===== src/verilog/cfg_set_pkg.sv =====
/*
  constants, field layouts and enumerations shared by the configuration set manager.
  assumes a single 10 MHz clock and a synchronous active-high reset.
*/
package cfg_set_pkg;

  // ----------------------------------------------------------------
  // parameter set layout
  // ----------------------------------------------------------------
  localparam int unsigned SET_W       = 32;
  localparam int unsigned GAIN_LSB    = 0;
  localparam int unsigned GAIN_W      = 12;
  localparam int unsigned EXPO_LSB    = 12;
  localparam int unsigned EXPO_W      = 16;
  localparam int unsigned GAIN_AUTO_B = 28;
  localparam int unsigned EXPO_AUTO_B = 29;
  localparam int unsigned GAIN_MIN_B  = 30;
  localparam int unsigned SLOT_CNT    = 3;
  localparam int unsigned LUT_W       = 8;

  // ----------------------------------------------------------------
  // factory values
  // ----------------------------------------------------------------
  localparam logic [GAIN_W-1:0] GAIN_LOW     = 12'h040;
  localparam logic [GAIN_W-1:0] GAIN_6DB_ADD = 12'h040;
  localparam logic [EXPO_W-1:0] EXPO_STD     = 16'h2710;

  // ----------------------------------------------------------------
  // selector encodings
  // ----------------------------------------------------------------
  typedef enum logic [1:0] {
    FAC_STANDARD = 2'h0,
    FAC_HIGHGAIN = 2'h1,
    FAC_AUTOFUNC = 2'h2
  } factory_t;

  typedef enum logic [1:0] {
    SEL_DEFAULT = 2'h0,
    SEL_USER1   = 2'h1,
    SEL_USER2   = 2'h2,
    SEL_USER3   = 2'h3
  } set_sel_t;

  localparam factory_t FAC_RESET     = FAC_STANDARD;
  localparam set_sel_t STARTUP_RESET = SEL_DEFAULT;

  // ----------------------------------------------------------------
  // result codes
  // ----------------------------------------------------------------
  typedef enum logic [1:0] {
    RES_NONE   = 2'h0,
    RES_OK     = 2'h1,
    RES_BUSY   = 2'h2,
    RES_BADSEL = 2'h3
  } result_t;

endpackage : cfg_set_pkg


===== src/verilog/factory_rom.sv =====
/*
  the three fixed factory setups as constant logic, never writable.
  assumes the selector is stable in the same cycle it is read.
*/
`timescale 1ns/1ps

module factory_rom
  import cfg_set_pkg::*;
(
  input  wire factory_t         which,
  output logic     [SET_W-1:0]  setOut
);

  // ----------------------------------------------------------------
  // setup contents
  // ----------------------------------------------------------------
  logic [GAIN_W-1:0] gainHigh;

  assign gainHigh = GAIN_LOW + GAIN_6DB_ADD;

  always_comb begin
    setOut = '0;
    setOut[EXPO_LSB +: EXPO_W] = EXPO_STD;
    setOut[GAIN_LSB +: GAIN_W] = GAIN_LOW;
    unique case (which)
      FAC_HIGHGAIN: begin
        setOut[GAIN_LSB +: GAIN_W] = gainHigh;
      end
      FAC_AUTOFUNC: begin
        setOut[GAIN_AUTO_B] = 1'b1;
        setOut[EXPO_AUTO_B] = 1'b1;
        setOut[GAIN_MIN_B]  = 1'b1;
      end
      default: begin
        setOut[GAIN_LSB +: GAIN_W] = GAIN_LOW;
      end
    endcase
  end

endmodule : factory_rom


===== src/verilog/cfg_set_manager.sv =====
/*
  configuration set manager: live set, default choice, three user slots, startup load.
  assumes command strobes are one-cycle pulses from logic on clk, and that the
  acquisition busy flag comes from the same clock domain.
*/
`timescale 1ns/1ps

module cfg_set_manager
  import cfg_set_pkg::*;
(
  input  wire logic              clk,
  input  wire logic              rst,
  input  wire logic              acqBusy,
  input  wire logic [1:0]        setSelect,
  input  wire logic              saveCmd,
  input  wire logic              loadCmd,
  input  wire logic [1:0]        defaultSelect,
  input  wire logic              defaultWrite,
  input  wire logic [1:0]        startupSelect,
  input  wire logic              startupWrite,
  input  wire logic              liveWrite,
  input  wire logic [SET_W-1:0]  liveWriteData,
  input  wire logic              lutWrite,
  input  wire logic [LUT_W-1:0]  lutWriteData,
  output logic      [SET_W-1:0]  liveSet,
  output logic      [LUT_W-1:0]  lutValue,
  output logic      [1:0]        defaultChoice,
  output logic      [1:0]        startupChoice,
  output logic                   ready,
  output logic                   cmdDone,
  output logic      [1:0]        cmdResult
);

  // ----------------------------------------------------------------
  // state
  // ----------------------------------------------------------------
  typedef enum logic [1:0] {
    ST_BOOT = 2'b01,
    ST_RUN  = 2'b10
  } phase_t;

  // volatile part, cleared by reset
  typedef struct packed {
    phase_t              phase;
    logic [SET_W-1:0]    live;
    logic [LUT_W-1:0]    lut;
    logic                done;
    result_t             result;
  } vol_t;

  // non-volatile part: models storage that keeps its content through reset
  typedef struct packed {
    logic                primed;
    factory_t            fac;
    set_sel_t            startup;
    logic [SLOT_CNT-1:0][SET_W-1:0] slot;
  } nv_t;

  vol_t vol_q;
  vol_t vol_d;
  // power-on content of fresh storage: nothing primed, shipping selections in place,
  // so the startup fetch never reads an undefined selection
  nv_t  nv_q = '{primed: 1'b0, fac: FAC_RESET, startup: STARTUP_RESET, slot: '0};
  nv_t  nv_d;

  logic [SET_W-1:0] facSet;
  logic [SET_W-1:0] startSet;
  logic [SET_W-1:0] loadSet;
  factory_t         facEff;

  // ----------------------------------------------------------------
  // stored set fetch
  // ----------------------------------------------------------------
  // first boot before storage is primed falls back to shipping values
  assign facEff = nv_q.primed ? nv_q.fac : FAC_RESET;

  factory_rom romInst (
    .which  (facEff),
    .setOut (facSet)
  );

  function automatic logic [SET_W-1:0] pickSet(
    input logic [1:0]                    sel,
    input logic [SET_W-1:0]              dflt,
    input logic [SLOT_CNT-1:0][SET_W-1:0] slots
  );
    logic [SET_W-1:0] r;
    r = dflt;
    if (sel != SEL_DEFAULT) begin
      r = slots[sel - 2'h1];
    end
    return r;
  endfunction : pickSet

  assign startSet = nv_q.primed ? pickSet(nv_q.startup, facSet, nv_q.slot) : facSet;
  assign loadSet  = pickSet(setSelect, facSet, nv_q.slot);

  // ----------------------------------------------------------------
  // next state
  // ----------------------------------------------------------------
  always_comb begin
    vol_d      = vol_q;
    nv_d       = nv_q;
    vol_d.done = 1'b0;
    unique case (vol_q.phase)
      ST_BOOT: begin
        vol_d.live  = startSet;
        vol_d.phase = ST_RUN;
      end
      ST_RUN: begin
        if (liveWrite) begin
          vol_d.live = liveWriteData;
        end
        if (lutWrite) begin
          vol_d.lut = lutWriteData;
        end
        if (saveCmd) begin
          vol_d.done = 1'b1;
          if (setSelect == SEL_DEFAULT) begin
            vol_d.result = RES_BADSEL;
          end else begin
            // lut is deliberately outside the saved word
            nv_d.slot[setSelect - 2'h1] = vol_q.live;
            vol_d.result = RES_OK;
          end
        end else if (loadCmd) begin
          vol_d.done = 1'b1;
          if (acqBusy) begin
            vol_d.result = RES_BUSY;
          end else begin
            vol_d.live   = loadSet;
            vol_d.result = RES_OK;
          end
        end else if (defaultWrite) begin
          vol_d.done = 1'b1;
          if (acqBusy) begin
            vol_d.result = RES_BUSY;
          end else if (defaultSelect > FAC_AUTOFUNC) begin
            vol_d.result = RES_BADSEL;
          end else begin
            nv_d.fac     = factory_t'(defaultSelect);
            vol_d.result = RES_OK;
          end
        end
        if (startupWrite) begin
          nv_d.startup = set_sel_t'(startupSelect);
        end
        if (saveCmd || defaultWrite || startupWrite) begin
          if (!nv_q.primed) begin
            // first write of storage: fill untouched fields with shipping values
            nv_d.primed = 1'b1;
            if (!(defaultWrite && !acqBusy && !saveCmd && !loadCmd)) begin
              nv_d.fac = FAC_RESET;
            end
            if (!startupWrite) begin
              nv_d.startup = STARTUP_RESET;
            end
          end
        end
      end
      default: begin
        vol_d.phase = ST_BOOT;
      end
    endcase
  end

  // ----------------------------------------------------------------
  // registers
  // ----------------------------------------------------------------
  // volatile state clears on reset; the storage image has no reset
  // term, so a reset alone never erases slots or selections
  always_ff @(posedge clk) begin
    if (rst) begin
      vol_q.phase  <= ST_BOOT;
      vol_q.live   <= '0;
      vol_q.lut    <= '0;
      vol_q.done   <= 1'b0;
      vol_q.result <= RES_NONE;
    end else begin
      vol_q <= vol_d;
    end
  end

  always_ff @(posedge clk) begin
    if (!rst) begin
      nv_q <= nv_d;
    end
  end

  // ----------------------------------------------------------------
  // outputs
  // ----------------------------------------------------------------
  assign liveSet       = vol_q.live;
  assign lutValue      = vol_q.lut;
  // run phase is its own one-hot bit, so ready needs no decode
  assign ready         = vol_q.phase[1];
  assign cmdDone       = vol_q.done;
  assign cmdResult     = vol_q.result;
  // storage powers up holding the shipping values, so no mux is needed here
  assign defaultChoice = nv_q.fac;
  assign startupChoice = nv_q.startup;

endmodule : cfg_set_manager


===== config.mk =====
export PLATFORM = sky130hd
export DESIGN_NAME = cfg_set_manager
export DESIGN_NICKNAME = d
export VERILOG_FILES = /design/src/verilog/cfg_set_pkg.sv /design/src/verilog/factory_rom.sv /design/src/verilog/cfg_set_manager.sv
export SDC_FILE = /design/constraint.sdc
export NUM_CORES = 1
export LEC_CHECK = 0
export BUFFER_PORTS_ARGS = -buffer_cell sky130_fd_sc_hd__buf_4
export CAP_MARGIN = 20
export CORE_ASPECT_RATIO = 1.5
export CORE_MARGIN = 5
export CORE_UTILIZATION = 50
export CTS_BUF_LIST = sky130_fd_sc_hd__clkbuf_4
export DETAILED_ROUTE_END_ITERATION = 7
export PLACE_DENSITY = 0.69
export SYNTH_ARGS = -nofsm -noshare
export SYNTH_HDL_FRONTEND = slang
export SYNTH_SLANG_ARGS = --single-unit

===== constraint.sdc =====
create_clock -name clk -period 3.98 [get_ports clk]
set_input_delay 0.199 -clock clk [delete_from_list [all_inputs] [get_ports clk]]
set_output_delay 0.199 -clock clk [all_outputs]
set_load 0.005 [all_outputs]

# After elaboration in Yosys (flattened, before gate mapping)
# Cells that the tools add are included.
op_classes:
  bitwise_logic: 3
  order_cmp: 4
  n_reduce_logical: 20
  n_addsub: 2
  eq_ne: 4
  n_mux: 36
ops:
  columns: ["cell", "count"]
  rows:
  - ["two-way mux 32 bit", 10]
  - ["binary-select mux 32 bit (select 2 bit)", 2]
  - ["bitwise mux 96 bit", 1]
  - ["demux 32 bit (select 2 bit)", 1]
  - ["one-hot mux 32 bit (2 select lines)", 1]
  - ["two-way mux 2 bit", 13]
  - ["two-way mux 3 bit", 4]
  - ["two-way mux 4 bit", 2]
  - ["two-way mux 8 bit", 1]
  - ["less-than comparator 2 x 3 -> 1 bit (second input constant)", 2]
  - ["AND reduction 2 bit", 3]
  - ["nonzero test 2 bit", 3]
  - ["== test 2 x 1 -> 1 bit (second input constant)", 2]
  - ["== test 2 bit (second input constant)", 2]
  - ["logical AND 1 bit", 4]
  - ["one-hot mux 2 bit (2 select lines)", 1]
  - ["AND reduction 4 bit", 1]
  - ["subtractor 2 x 1 -> 2 bit (second input constant)", 2]
  - ["logical NOT 1 bit", 3]
  - ["inverter 1 bit", 3]
  - ["AND reduction 3 bit", 1]
  - ["nonzero test 3 bit", 1]
  - [">= comparator 2 x 1 -> 1 bit (second input constant)", 1]
  - ["> comparator 2 bit (second input constant)", 1]
  - ["3 further kinds", 4]
word_totals:
  wordCells: 80
  in_bits: 55
  regBits: 146

# Depth between registers and ports, before layout
depth:
  word_depth: 9
  depth_mapped: 11
  ltp_nobuf: 6

# Hierarchy
# A second synthesis with hierarchy kept.
unflattened:
  cells_unflattened: 748
  hier_area_um2: 8161.6
by_module_without_submodules:
  columns: ["mod", "seq_area_each_um2", "cells_each", "area_per_inst_um2", "n_inst"]
  rows:
  - ["cfg_set_manager", 3903.7, 714, 7912.6, 1]
  - ["factory_rom", 0.0, 34, 249.0, 1]

# Worst setup path after synthesis
# Ideal clock, no wire load.
synth_timing:
  path_type: "register -> register"
  startpoint: "register nv_q, in the netlist startupChoice[0]"
  endpoint: "register vol_q, in the netlist liveSet[29]"
  period_less_slack_ns: 2.480
  setup_ns: 0.118
  t_arrival_ns: 2.362
  setup_slack_ns: 1.500
  required_time_ns: 3.862
  n_path_buf: 5
  stages_incl_launch_ff: 12
  cell_sequence: "edfxtp_1 -> buf_2 -> inv_1 -> buf_1 -> ha_1 -> buf_2 -> nor2b_1 -> buf_2 -> buf_6 -> a221o_1 -> a21o_1 -> o2bb2ai_1"
synth_between:
  elab_chain_len: 6
synth_lines:
  columns: ["element", "line_no", "rtl"]
  rows:
  - ["start, declared", "cfg_set_manager.sv:63", "nv_t nv_q = '{primed: 1'b0, fac: FAC_RESET, startup: STARTUP_RESET, slot: '0};"]
  - ["start signal, assigned", "cfg_set_manager.sv:186", "nv_q <= nv_d;"]
  - ["subtractor 2 x 1 -> 2 bit", "cfg_set_manager.sv:90", "r = slots[sel - 2'h1];"]
  - ["binary-select mux 32 bit (select 2 bit)", "cfg_set_manager.sv:90", null]
  - ["two-way mux 32 bit (not written as such)", "cfg_set_manager.sv:90", null]
  - ["two-way mux 32 bit (*)", "cfg_set_manager.sv:89", "if (sel != SEL_DEFAULT) begin"]
  - ["two-way mux 32 bit (*)", "cfg_set_manager.sv:95", "assign startSet = nv_q.primed ? pickSet(nv_q.startup, facSet, nv_q.slot) : facSet;"]
  - ["one-hot mux 32 bit (2 select lines) (*)", "cfg_set_manager.sv:105", "unique case (vol_q.phase)"]
  - ["end signal, assigned", "cfg_set_manager.sv:180", "vol_q <= vol_d;"]
  - ["end, declared", "cfg_set_manager.sv:59", "vol_t vol_q;"]
# Every way passes the cells marked *; elsewhere a longest branch is shown, timed or not. The select of a mux whose other input is x is not followed.
# A chain may end at the register's enable or synchronous reset.

# Worst setup path after layout
layout_timing:
  startpoint: "register nv_q, in the netlist startupChoice[0]"
  endpoint: "register vol_q, in the netlist liveSet[28]"
# Same word-level chain as after synthesis.

==> flow_summary_export.csv <==
group,metric,value,unit
floorplan,die-width,110.1,um
clock_network,cts_tree,"yes",
power,p_leak,3.170,nW
setup_path,timing.rr.end,"liveSet[28]",
synth,synth_top_area_share,0.3999,
layout,drive_gt1_frac,0.2803,
floorplan,die_area,0.01762,sq mm
power,p_total,3.720,mW
setup_path,worstSetupStartpointType,"flip-flop",
clock_network,cts_setup_buffers,0,
synth,synth-seq-cells,145,
power,power.density,431.4,mW/mm^2
clock_network,path_clk_slew,0.11,ns
setup_path,cp.arrival,2.98,ns
sta,fin_ws,1.386,ns
floorplan,placementRows,55,
synth,synth_compound_area_frac,0.2173,
synth,synth_area,0.007508,sq mm
clock_network,clkLatencyLatePin,0.55,ns
sta,slew_headroom,0.4606,
synth,synth_edf_count,100,
synth,synth_top_family_by_area,"compound AO/OA/AOI/OAI gates",
detailed_routing,ant_nets,0,
sta,worst_slew_pin_slew,0.8074,ns
setup_path,setup.worst_path.end_class,"flip-flop",
sta,clock_skew,0.02926,ns
detailed_routing,vias,5526,
floorplan,fp.dieH,160.1,um
synth,synth-simple-area-share,0.05399,
place,post-place-ws,1.197,ns
status,status,"finished, final reports clean",
synth,synth_area_per_cell,11.73,sq um
place,numPortBuffers,102,
hold_path,min-delay-start,"saveCmd",
detailed_routing,route.detailed.drc,0,
run,maxCapViolCount,0,
global_routing,grt_usage,0.2208,
floorplan,ioPinCount,103,
setup_path,setup.worst_path.class,"reg -> reg",
power,internal_power,2.643,mW
setup_path,worst_ep_required_time,4.36,ns
global_routing,grt_max_degree,60,
detailed_routing,routedWlPerCell,20.69,um
sta,max_freq,0.3855,GHz
detailed_routing,first_pass_iters,5,
place,placed_area,0.008070,sq mm
setup_path,rrSetupSlack,1.39,ns
synth,seq_area_frac_synth,0.5199,
clock_network,cts.htree.levels,4,
power,peakVddDrop,223.0,uV
layout,fill_cells,1219,
sta,rsz0062_at_grt,"no",
hold_path,hold_depth,4,
synth,yosysMostFrequentCell,"edfxtp_1",
setup_path,r2r_start,"startupChoice[0]",
synth,yosys_warnings,0,
sta,fin_crit_sh,0.6518,
setup_path,reg2reg_depth,8,
clock_network,cts-hold-fix-buffers,24,
floorplan,start_util,0.5028,
synth,synth_nets,702,
detailed_routing,vias_per_cell,6.026,
clock_network,cts-root-buf,"clkbuf_4",
synth,synth_xor_area_frac,0,
global_routing,antenna_found_initial,1,
sta,hold_viol,0,
setup_path,critical_path_peak_fanout,15,
global_routing,grt_pass1_vias,5781,
synth,yosys.area.top_type,"edfxtp_1",
clock_network,cts.sinks,145,
global_routing,grt_pass1_wl,29.82,mm
sta,finalSetupViolations,0,
place,hpwl,11.84,mm
layout,stdcell_area,0.008625,sq mm
power,switching_share,0.2895,
detailed_routing,drt_wl_total,18.97,mm
global_routing,grt_overflow_total,0,
layout,syn2layout_area_growth,14.86,%
power,p_seq_frac,0.513,
synth,synth_fa_ha_area_frac,0.01166,
synth,syn_inst,640,
synth,synth.distinct_cells,47,
synth,synthArstFlopShare,0,
detailed_routing,drtIter0Drc,349,
clock_network,clockBufferDepth,2,
synth,synthTopCellsByArea,"edfxtp_1, dfxtp_1, mux2i_1",
sta,finalMaxSlewViolations,0,
synth,synth.mux.area_fraction,0.09632,
hold_path,hold_path.class,"in -> reg",
sta,layout_min_cycle_time,2.594,ns
synth,synth_flop_cell,"edfxtp_1",
layout,fin_nets,766,
hold_path,whs_endpoint,"cmdResult[1]",
power,clkPwrFrac,0.273,
synth,synthTopCellsByCount,"edfxtp_1, mux2i_1, buf_4",
clock_network,cts_buffers,17,
power,switching_power,1.077,mW
clock_network,post_cts_resized,0,
layout,layout.cells.non_filler,917,
place,dp.cells,860,
power,p_comb_frac,0.214,
sta,fin_setup_tns,0,ns
floorplan,core_area,0.01493,sq mm
place,gp_congestion,0.8391,
[registers in the layout, summed over array words and instances, names as in the netlist]
signal         cells
vol_q              1
defaultChoice      2
startupChoice      2
nv_q              96
liveSet           32
lutValue           8
cmdDone            1
cmdResult          2
ready              1
[routing by layer]
metal	GRT usage	part of all wire	routed length (um)
met3	0.05742	0.068	1296
met5	0	0	0
met4	0.09132	0.021	404
met2	0.3677	0.51	9648
met1	0.2668	0.40	7619
[layout by cell type, fill, tap and decap left out, types with 18 or more instances in the layout]
| master | count |
|---|---|
| buf_4 | 121 |
| edfxtp_1 | 100 |
| mux2i_1 | 52 |
| o2bb2ai_1 | 45 |
| dfxtp_1 | 45 |
| nand2_1 | 41 |
| a21oi_1 | 39 |
| o211ai_1 | 36 |
| inv_1 | 35 |
| dlygate4sd3_1 | 24 |
| a221oi_1 | 23 |
| clkbuf_4 | 19 |
| mux2_2 | 18 |
[logic make-up after synthesis]
group | Yosys count
fa+ha+maj | 7
flops | 145
simple gates | 85
compound gates | 197
buf+inv | 136
mux | 70
[cell type report]
class / instances / area [sq um] / share of cell area
diodes: 1 / 2.502 / 0.0002901
flip-flops and latches: 145 / 3904 / 0.4526
repair buffers: 146 / 1164 / 0.1349
inverters: 35 / 131.4 / 0.01523
clock buffers: 19 / 142.6 / 0.01654
clock inverters: 13 / 168.9 / 0.01959
multi-input cells: 359 / 2863 / 0.3319
well taps: 199 / 249.0 / 0.02887
[critical path, stage by stage, from the launching register on]
cell and delay (ns):
edfxtp_1 0.34, buf_4 0.19, inv_1 0.08, ha_2 0.53, buf_4 0.36, mux2_2 0.38
a221o_1 0.35, a2bb2oi_1 0.13, a221oi_1 0.09
[worst max path at each step]
stage	from	end	slack, ns	cells past startpoint
finish	startupChoice[0]	liveSet[28]	1.39	8
global route	startupChoice[0]	liveSet[28]	1.22	8
CTS	startupChoice[0]	liveSet[28]	1.40	8
detailed placement	setSelect[0]	liveSet[6]	1.20	7
global placement	setSelect[0]	liveSet[6]	1.29	7
floorplan	startupChoice[0]	liveSet[29]	1.50	11
[power by group through the flow]
stage / sequential, mW / clock [mW] / combinational [mW]
2_1_floorplan: 1.88 / 0 / 0.598
3_3_place_gp: 1.93 / 0 / 0.754
3_5_place_dp: 1.94 / 0 / 0.777
4_1_cts: 1.91 / 1.03 / 0.796
5_1_grt: 1.92 / 1.10 / 0.868
6_report: 1.91 / 1.02 / 0.795
[stage by stage]
stage	util	hold slack [ns]
5_1_grt	0.5775	0.03990
2_1_floorplan	-	0.2979
6_report	0.5775	0.04735
3_5_place_dp	0.5404	0.3809
3_3_place_gp	0.5394	0.3803
4_1_cts	0.5774	0.01375
Note: power is estimated with default switching activity, not from simulation.
